### src/verilog/adc_cfg_pkg.sv
`default_nettype none

package adc_cfg_pkg;

	localparam int DATA_W = 10;
	localparam int WORD_W = 12;

	// Register select code in word bits 11:10
	localparam logic [1:0] ADDR_SETUP_ZERO = 2'h0;
	localparam logic [1:0] ADDR_SETUP_TWO  = 2'h1;
	localparam int         ADDR_MSB        = 11;
	localparam int         ADDR_LSB        = 10;

	localparam logic [9:0]  SETUP_ZERO_RST = 10'h020;
	localparam logic [11:0] SETUP_TWO_RST  = 12'h430;

	// Converter check voltage selection
	typedef enum logic [1:0] {
		CHECK_NORMAL  = 2'h0,
		CHECK_POS_REF = 2'h1,
		CHECK_MID_REF = 2'h2,
		CHECK_NEG_REF = 2'h3
	} check_t;

	typedef struct packed {
		check_t     check_sel;
		logic       scan;
		logic [1:0] diff;
		logic [1:0] chan_sel;
		logic       power_down;
		logic       rsv1;
		logic       ext_ref;
	} setup_zero_t;

	typedef struct packed {
		logic [1:0] addr;
		logic       rsv9;
		logic       offset_cal;
		logic       number_format_select;
		logic       strobe_mode;
		logic [3:0] rsv5_2;
		logic       sync_gen_clear;
		logic       soft_reset;
	} setup_two_t;

	typedef struct packed {
		logic select_low_active_n;
		logic select_high_active;
		logic rd_n;
		logic wr_n;
	} strobe_pins_t;

	// Offset calibration sequencer
	typedef enum logic [1:0] {
		CAL_IDLE = 2'h0,
		CAL_ZERO = 2'h1
	} cal_state_t;

endpackage

`default_nettype wire

### src/verilog/adc_config_top.sv
`default_nettype none

module adc_config_top #(
	parameter int DATA_W = adc_cfg_pkg::DATA_W
) (
	input  wire logic                       CORE_CLK,             // 50 MHz clock
	input  wire logic                       RESETN,               // Async reset, low
	input  wire logic                       SELECT_LOW_ACTIVE_N,  // Chip select, low
	input  wire logic                       SELECT_HIGH_ACTIVE,   // Chip select, high
	input  wire logic                       RD_N,                 // Read strobe, low
	input  wire logic                       WR_N,                 // Write strobe or R/W
	input  wire logic [adc_cfg_pkg::WORD_W-1:0] DATA_IN,          // Written word
	output logic      [DATA_W-1:0]          DATA_OUT,             // Result to host
	output logic                            DATA_OE,              // Drives data bus
	input  wire logic                       CONV_VALID,           // Raw result strobe
	input  wire logic [DATA_W-1:0]          CONV_RESULT,          // Raw two's complement
	output logic                            CHECK_SEL_LO,         // Check select bit 0
	output logic                            CHECK_SEL_HI,         // Check select bit 1
	output logic      [9:0]                 SETUP_ZERO,           // Setup-zero contents
	output logic                            INPUT_ZERO,           // Inputs forced to 0
	output logic                            SYNC_GEN_CLEAR,       // Sync generator reset
	output logic                            DEVICE_RESET,         // Soft reset level
	output logic                            NUMBER_FORMAT_SELECT, // 1: offset binary
	output logic                            RESULT_VALID          // New result pulse
);

	adc_cfg_pkg::setup_zero_t  setup0_r;
	adc_cfg_pkg::setup_two_t   setup1_r;
	adc_cfg_pkg::setup_two_t   wr_word;
	adc_cfg_pkg::strobe_pins_t pins;
	adc_cfg_pkg::cal_state_t   cal_r;
	adc_cfg_pkg::cal_state_t   cal_nxt;
	logic [DATA_W-1:0]         offset_r;
	logic [DATA_W-1:0]         result_r;
	logic [DATA_W-1:0]         corrected;
	logic                      sync_clr_r;
	logic                      valid_r;
	logic                      rd_act;
	logic                      wr_pulse;
	logic                      wr_setup0;
	logic                      wr_setup1;
	logic                      in_reset;
	logic                      reset_now;
	logic                      cmd_ok;
	logic                      take_result;

	// Register select of a written word, from its top two bits
	function automatic logic addr_hit(
		input adc_cfg_pkg::setup_two_t word,
		input logic [1:0]              code
	);
		return word.addr == code;
	endfunction

	// Offset binary is two's complement with the sign bit inverted
	function automatic logic [DATA_W-1:0] to_output(
		input logic [DATA_W-1:0] value,
		input logic              offset_bin
	);
		return offset_bin ? {~value[DATA_W-1], value[DATA_W-2:0]} : value;
	endfunction

	// Host pins gathered into one carrier for the strobe decoder
	assign pins.select_low_active_n = SELECT_LOW_ACTIVE_N;
	assign pins.select_high_active  = SELECT_HIGH_ACTIVE;
	assign pins.rd_n                = RD_N;
	assign pins.wr_n                = WR_N;

	// Writes are taken on the strobe's leading edge, so a held strobe loads once
	host_strobe_decode u_strobe (
		.clk      (CORE_CLK),
		.rst_n    (RESETN),
		.pins     (pins),
		.combined (setup1_r.strobe_mode),
		.rd_act   (rd_act),
		.wr_act   (),
		.wr_pulse (wr_pulse)
	);

	assign wr_word   = adc_cfg_pkg::setup_two_t'(DATA_IN);
	assign in_reset  = setup1_r.soft_reset;
	assign wr_setup0 = wr_pulse && addr_hit(wr_word, adc_cfg_pkg::ADDR_SETUP_ZERO);
	assign wr_setup1 = wr_pulse && addr_hit(wr_word, adc_cfg_pkg::ADDR_SETUP_TWO);
	// Entering soft reset takes effect at the very edge that loads the word
	assign reset_now = in_reset || (wr_setup1 && wr_word.soft_reset);
	// Command bits act only on words taken outside soft reset
	assign cmd_ok    = wr_setup1 && !wr_word.soft_reset && !in_reset;
	// Results during calibration become the offset and are not shown
	assign take_result = CONV_VALID && (cal_r == adc_cfg_pkg::CAL_IDLE) && !in_reset;

	// Setup-zero: held at reset value while soft reset is set
	always_ff @(posedge CORE_CLK or negedge RESETN)
	begin
		if (!RESETN)
			setup0_r <= adc_cfg_pkg::SETUP_ZERO_RST;
		else if (reset_now)
			setup0_r <= adc_cfg_pkg::SETUP_ZERO_RST;
		else if (wr_setup0)
			setup0_r <= adc_cfg_pkg::setup_zero_t'(DATA_IN[9:0]);
	end

	// Setup-two: only soft reset bit is honoured while in reset
	always_ff @(posedge CORE_CLK or negedge RESETN)
	begin
		if (!RESETN)
			setup1_r <= adc_cfg_pkg::SETUP_TWO_RST;
		else if (wr_setup1)
		begin
			// The reset bit itself is kept, so the device stays in reset
			if (wr_word.soft_reset)
			begin
				setup1_r            <= adc_cfg_pkg::SETUP_TWO_RST;
				setup1_r.soft_reset <= 1'b1;
			end
			// In reset, a word with the reset bit clear only ends reset
			else if (in_reset)
				setup1_r <= adc_cfg_pkg::SETUP_TWO_RST;
			else
				setup1_r <= wr_word;
		end
	end

	// Sync generator clear: one-cycle pulse per accepted setup-two write with the sync clear bit set
	always_ff @(posedge CORE_CLK or negedge RESETN)
	begin
		if (!RESETN)
			sync_clr_r <= 1'b0;
		else
			sync_clr_r <= cmd_ok && wr_word.sync_gen_clear;
	end

	// Offset calibration sequencer
	always_comb
	begin
		cal_nxt = cal_r;
		unique case (cal_r)
			adc_cfg_pkg::CAL_IDLE:
			begin
				if (cmd_ok && wr_word.offset_cal)
					cal_nxt = adc_cfg_pkg::CAL_ZERO;
			end
			adc_cfg_pkg::CAL_ZERO:
			begin
				if (CONV_VALID)
					cal_nxt = adc_cfg_pkg::CAL_IDLE;
			end
			default:
				cal_nxt = adc_cfg_pkg::CAL_IDLE;
		endcase
	end

	// Soft reset aborts a calibration in progress
	always_ff @(posedge CORE_CLK or negedge RESETN)
	begin
		if (!RESETN)
			cal_r <= adc_cfg_pkg::CAL_IDLE;
		else if (in_reset)
			cal_r <= adc_cfg_pkg::CAL_IDLE;
		else
			cal_r <= cal_nxt;
	end

	// Stored offset, cleared by soft reset
	always_ff @(posedge CORE_CLK or negedge RESETN)
	begin
		if (!RESETN)
			offset_r <= '0;
		else if (in_reset)
			offset_r <= '0;
		else if (cal_r == adc_cfg_pkg::CAL_ZERO && CONV_VALID)
			offset_r <= CONV_RESULT;
	end

	// Difference wraps modulo the result width
	assign corrected = DATA_W'(CONV_RESULT - offset_r);

	// Result strobe: one pulse per result handed to the host
	always_ff @(posedge CORE_CLK or negedge RESETN)
	begin
		if (!RESETN)
			valid_r <= 1'b0;
		else
			valid_r <= take_result;
	end

	// Output result register with number format applied
	always_ff @(posedge CORE_CLK or negedge RESETN)
	begin
		if (!RESETN)
			result_r <= '0;
		else if (take_result)
			result_r <= to_output(corrected, setup1_r.number_format_select);
	end

	// Setup-two is write-only: reads return only results
	assign DATA_OUT             = result_r;
	assign DATA_OE              = rd_act;
	assign CHECK_SEL_LO         = setup0_r.check_sel[0];
	assign CHECK_SEL_HI         = setup0_r.check_sel[1];
	assign SETUP_ZERO           = setup0_r;
	assign INPUT_ZERO           = (cal_r == adc_cfg_pkg::CAL_ZERO);
	assign SYNC_GEN_CLEAR       = sync_clr_r;
	assign DEVICE_RESET         = in_reset;
	assign NUMBER_FORMAT_SELECT = setup1_r.number_format_select;
	assign RESULT_VALID         = valid_r;

endmodule

`default_nettype wire

### src/verilog/host_strobe_decode.sv
`default_nettype none

module host_strobe_decode (
	input  wire logic                      clk,        // Core clock
	input  wire logic                      rst_n,      // Async reset, low
	input  wire adc_cfg_pkg::strobe_pins_t pins,       // Selects and strobes
	input  wire logic                      combined,   // 1: write pin is R/W
	output logic                           rd_act,     // Internal read strobe
	output logic                           wr_act,     // Internal write strobe
	output logic                           wr_pulse    // First cycle of write
);

	logic sel;
	logic wr_act_r;

	assign sel = !pins.select_low_active_n && pins.select_high_active;

	always_comb
	begin
		if (combined)
		begin
			rd_act = sel && pins.wr_n;
			wr_act = sel && !pins.wr_n;
		end
		else
		begin
			rd_act = sel && !pins.rd_n && pins.wr_n;
			wr_act = sel && !pins.wr_n && pins.rd_n;
		end
	end

	always_ff @(posedge clk or negedge rst_n)
	begin
		if (!rst_n)
			wr_act_r <= 1'b0;
		else
			wr_act_r <= wr_act;
	end

	assign wr_pulse = wr_act && !wr_act_r;

endmodule

`default_nettype wire
### config.mk
export PLATFORM = sky130hd
export DESIGN_NAME = adc_config_top
export DESIGN_NICKNAME = d
export VERILOG_FILES = /design/src/verilog/adc_cfg_pkg.sv /design/src/verilog/adc_config_top.sv /design/src/verilog/host_strobe_decode.sv
export SDC_FILE = /design/constraint.sdc
export NUM_CORES = 1
export LEC_CHECK = 0
export CAP_MARGIN = 20
export CORE_ASPECT_RATIO = 0.7
export CORE_MARGIN = 5
export CORE_UTILIZATION = 45
export CTS_CLUSTER_SIZE = 16
export DETAILED_ROUTE_END_ITERATION = 10
export DONT_BUFFER_PORTS = 1
export PLACE_DENSITY = 0.62
export SYNTH_ARGS = -nofsm -noshare
export SYNTH_HDL_FRONTEND = slang
export SYNTH_SLANG_ARGS = --single-unit
export TNS_END_PERCENT = 5
### constraint.sdc
create_clock -name CORE_CLK -period 1.8 [get_ports CORE_CLK]
set_input_delay 0.45 -clock CORE_CLK [delete_from_list [all_inputs] [get_ports CORE_CLK]]
set_output_delay 0.45 -clock CORE_CLK [all_outputs]
set_load 0.02 [all_outputs]
After elaboration in Yosys (flattened, before gate mapping) --
Cells that the tools add are included.
Word-level totals: register bits 38, output and inout port bits 28, word-level logic and storage cells 64, bits of input ports 29
Operators by class: equal/unequal tests 4, mux-type cells 13, add/sub/neg operators 1, bitwise operators 1, reductions and logical operators 29
Operators by type and width (number):
- two-way mux 10 bit | 5
- logical AND 1 bit | 17
- two-way mux 8 bit | 2
- subtractor 10 bit | 1
- logical NOT 1 bit | 6
- two-way mux 2 bit | 3
- != test 3 x 2 -> 1 bit (second input constant) | 2
- == test 2 x 1 -> 1 bit (second input constant) | 2
- logical NOT 2 bit | 2
- case mux 2 bit (2 select lines) | 1
- nonzero test 2 bit | 2
- two-way mux 1 bit | 2
- AND reduction 2 bit | 1
- logical OR 1 bit | 1
- inverter 1 bit | 1

Depth between registers and ports, before layout --
depth in word-level cells 13, gate-level depth with buffers 8, depth with buffers taken out 8

Modules after synthesis --
From an unflattened synthesis, not the netlist that was laid out.
Unflattened totals: cell total of the unflattened synthesis 200, area total of the unflattened synthesis 1913.1 um^2
Modules (own cells, without submodules):
- adc_config_top | sequential area each 902.1 um^2, instances 1, area an instance 1839.3 um^2, cells an instance 193
- host_strobe_decode | sequential area each 25.0 um^2, instances 1, area an instance 73.8 um^2, cells an instance 7

Least setup slack after synthesis --
No wires, ideal clock.
path kind input to register, from input port CONV_RESULT[0], to register result_r[8] (netlist: DATA_OUT[8]), cell stages on the path 8, setup slack -0.239 ns, arrival time 1.970 ns, cell sequence inv_1 -> ha_1 -> fa_1 -> nor2b_1 -> o31a_1 -> a2111oi_0 -> or4_1 -> nand3_1
Between the ends: cells in the longest elaborated chain, start to end 2
RTL lines:
- from (decl) | line adc_config_top.sv:16 | input wire logic [DATA_W-1:0] CONV_RESULT,
- subtractor 10 bit | line adc_config_top.sv:175 | assign corrected = DATA_W'(CONV_RESULT - offset_r);
- two-way mux 10 bit | line adc_config_top.sv:60 | return offset_bin ? {~value[DATA_W-1], value[DATA_W-2:0]} : value;
- to (signal assigned) | line adc_config_top.sv:192 | result_r <= to_output(corrected, setup1_r.number_format_select);
- to (decl) | line adc_config_top.sv:34 | logic [DATA_W-1:0] result_r;
No other way between the ends. A chain may end at the register's enable or synchronous reset.

Worst setup path in the final report --
from register offset_r[0], to register result_r[8] (netlist: DATA_OUT[8])
Between the ends: cells in the longest elaborated chain, start to end 2
RTL lines:
- from (decl) | line adc_config_top.sv:33 | logic [DATA_W-1:0] offset_r;
- from (signal assigned) | line adc_config_top.sv:167 | offset_r <= '0;
- from (signal assigned) | line adc_config_top.sv:169 | offset_r <= '0;
- from (signal assigned) | line adc_config_top.sv:171 | offset_r <= CONV_RESULT;
- subtractor 10 bit | line adc_config_top.sv:175
- two-way mux 10 bit | line adc_config_top.sv:60
No other way between the ends.

==> impl_metrics.ini <==
[clock_network]
postCtsSetupBuffers = 0
clk_path_buf_depth = 2
htreeDepth = 2
clk_pin_slew_ps = 70
cts_made_buffers = 5
cts_num_sinks = 37
cts_tree = built
cts_root_buffer = clkbuf_8
worstSkewPairLatency_ps = 280

[detailed_routing]
totalWireLength_um = 4590
ant_nets = 0
post-route-drc-count = 0
routed_via_density = 5.19
firstDrtPassIters = 4
dr_total_vias = 1448
drt_iter0_drc = 44
wl_per_cell_um = 16.4

[sta]
max-slew-margin-rel_pct = 73.4
setup_slack_ps = -170
worst_pin_slew_ps = 398
rsz0062_at_grt = true
period_needed_ps = 1970
hold_viol = 0
maxSlewViolCount = 0
clock.fmax_mhz = 508
final.period_utilization_pct = 109
finalSetupViolations = 4
hold_slack_ps = 290
skew_ps = 5.67
fin_tns_setup_ps = -407

[job]
maxCapViolations = 0

[yosys]
synth.yosys.seq_area_share_pct = 47.2
ys.flop_type = dfrtp_1
syn-num-nets = 248
yosysUniqueCellTypes = 45
avgSynthCellArea_um2 = 9.40
async_flop_share_pct = 100
ys_ff_latch = 37
synth_edf_count = 0
syn_inst = 209
syn_area_mm2 = 0.00197
ys_warn_count = 0

[global_route]
grt_use_total_pct = 16.9
grt_pass1_wl_um = 7470
antenna_found_initial = 0
grt_max_degree = 37
grt_pass1_vias = 1492
grt-ovfl-total = 0

[placed_design]
placedCellCount = 269
dpl_worst_slack_ps = -435
io_buffer_count = 0
place_hpwl_um = 3510
routabilityCongestion = 0.809

[pwr]
total_power_uw = 1960
leakage_uw = 0.000957
ir_worst_vdd_mv = 0.392
pwr_density_cell_mw_per_mm2 = 877

[floorplan]
dieArea_mm2 = 0.00581
die_h_um = 65.3
die_x_um = 89.0
start_util_pct = 45.9
ios = 57
rows = 20
design.core.area_mm2 = 0.00428

[critical_path]
endpoint_kind = register
startpoint_type = register
critPathArrivalTime_ps = 2190
cp_data_required_time_ps = 2020
criticalPathCategory = reg -> reg
path_max_fanout = 2

[final_layout]
drive_gt1_share_pct = 15.2
layout.cells.non_filler = 279
antenna_cells = 0
areaGrowthSynthToFinish_pct = 13.9
fillers = 398
nets = 262

[run_status]
status = finished, violations left
failed_checks = setup timing

[hold_path]
hold_path_class = in -> reg
## placed cells by master (no fill, tap or decap), types with 2 or more instances in the layout
master and count:
a21oi_1 14, ha_1 8, nor2_1 15, dfrtp_1 36, nand2b_1 3, nor3b_1 3, o31ai_1 3, inv_1 12
buf_4 13, a211oi_1 2, nor2b_1 2, nand3_1 3, o21a_1 7, clkinv_2 2, xnor2_1 2, o21ai_1 5
mux2i_1 9, nand2_1 39, and2_1 2, nor3_1 3, clkbuf_8 5, o21ai_0 7
## per-layer routing
metal / up-vias / global-route usage (%) / part of all wire, %
li1: 744 / - / -
met2: 39 / 22.9 / 44
met4: 0 / 6.32 / 1.3
met5: - / 0 / 0
met1: 658 / 24.3 / 47
met3: 7 / 6.27 / 7.8
## cell usage after synthesis, types with 2 or more instances
library cell   n  share of area [%]
a21oi_1       14                3.6
mux2i_1        9                4.6
clkbuf_1       4               0.76
o21ai_0        7                1.8
nor3b_1        3                1.1
nand2_1       39                7.4
nor3_1         3               0.76
dfrtp_1       36                 46
and2_1         2               0.64
nand3_1        3               0.76
o31ai_1        4                1.5
xnor2_1        2               0.89
o21ai_1        5                1.3
nor2_1        15                2.9
o21a_1         7                2.7
ha_1           9                5.7
inv_1         12                2.3
nand2b_1       3               0.95
nor2b_1        3               0.95
buf_4          2               0.76
a211oi_1       3                1.1
## cell type report
type	instances	area [µm²]	share of cell area, %
clock buffers	6	72.6	3.24
clock inverters	2	10.0	0.447
inverters	12	45.0	2.01
multi-input cells	152	988	44.1
flip-flops and latches	37	927	41.4
well taps	55	68.8	3.07
repair buffers	15	128	5.70
## worst max-delay path, stage by stage (launching register included)
cell and delay (ps):
dfrtp_1 410, ha_4 180, fa_2 350, nor2b_2 140, o31a_1 180, a2111oi_2 70
or4_1 490, nand3_1 80
## cells by family after synthesis
logic type               share of synthesized area (%)
buffers and inverters                             4.26
AO/OA/AOI/OAI                                     14.9
XOR/XNOR                                          1.34
flip-flops                                        47.2
AND/OR/NAND/NOR                                   21.0
adder cells (fa/ha/maj)                           6.75
multiplexers                                      4.58
## power by group
part           internal [µW]  leakage (µW)  switching [µW]
Clock                    268     0.0000450             284
Combinational            139      0.000423             204
Sequential               916      0.000489             155
Total                   1320      0.000957             642
## metrics by stage
stage | area, µm² | util [%]
floorplan | 1970 | -
global placement | 2100 | 49.0
detailed placement | 2100 | 49.0
CTS | 2240 | 52.3
global route | 2240 | 52.3
finish | 2240 | 52.3
## path summary, 6_finish.rpt
path / from / to / slack, ps / depth (start not counted)
setup / recovery: offset_r[0]$_DFFE_PN0P_ / DATA_OUT[8]$_DFFE_PN0P_ / -170 / 7
hold / removal: CONV_RESULT[7] / offset_r[7]$_DFFE_PN0P_ / 290 / 2
setup reg to reg: offset_r[0]$_DFFE_PN0P_ / DATA_OUT[8]$_DFFE_PN0P_ / -170 / 7
hold reg to reg: offset_r[6]$_DFFE_PN0P_ / offset_r[6]$_DFFE_PN0P_ / 530 / 2
max in group asynchronous: RESETN / SYNC_GEN_CLEAR$_DFF_PN0_ / 870 / 2
min in group asynchronous: RESETN / SETUP_ZERO[5]$_DFFE_PN1P_ / 710 / 1
## repair_timing
item,4_1_cts,5_1_grt
endpoints found under the setup margin,5,6
gates resized for setup,7,0
endpoints found under the hold margin,36,0
hold buffers,2,0
pin swaps,2,0
## flip-flops by register name (all words and copies together), names as in the netlist
register              cells
NUMBER_FORMAT_SELECT      1
cal_r                     1
SETUP_ZERO                8
DEVICE_RESET              1
CHECK_SEL_HI              1
SYNC_GEN_CLEAR            1
DATA_OUT                 10
setup1_r                  1
RESULT_VALID              1
offset_r                 10
CHECK_SEL_LO              1
u_strobe.wr_act_r         1
(Power assumes the default switching activity.)
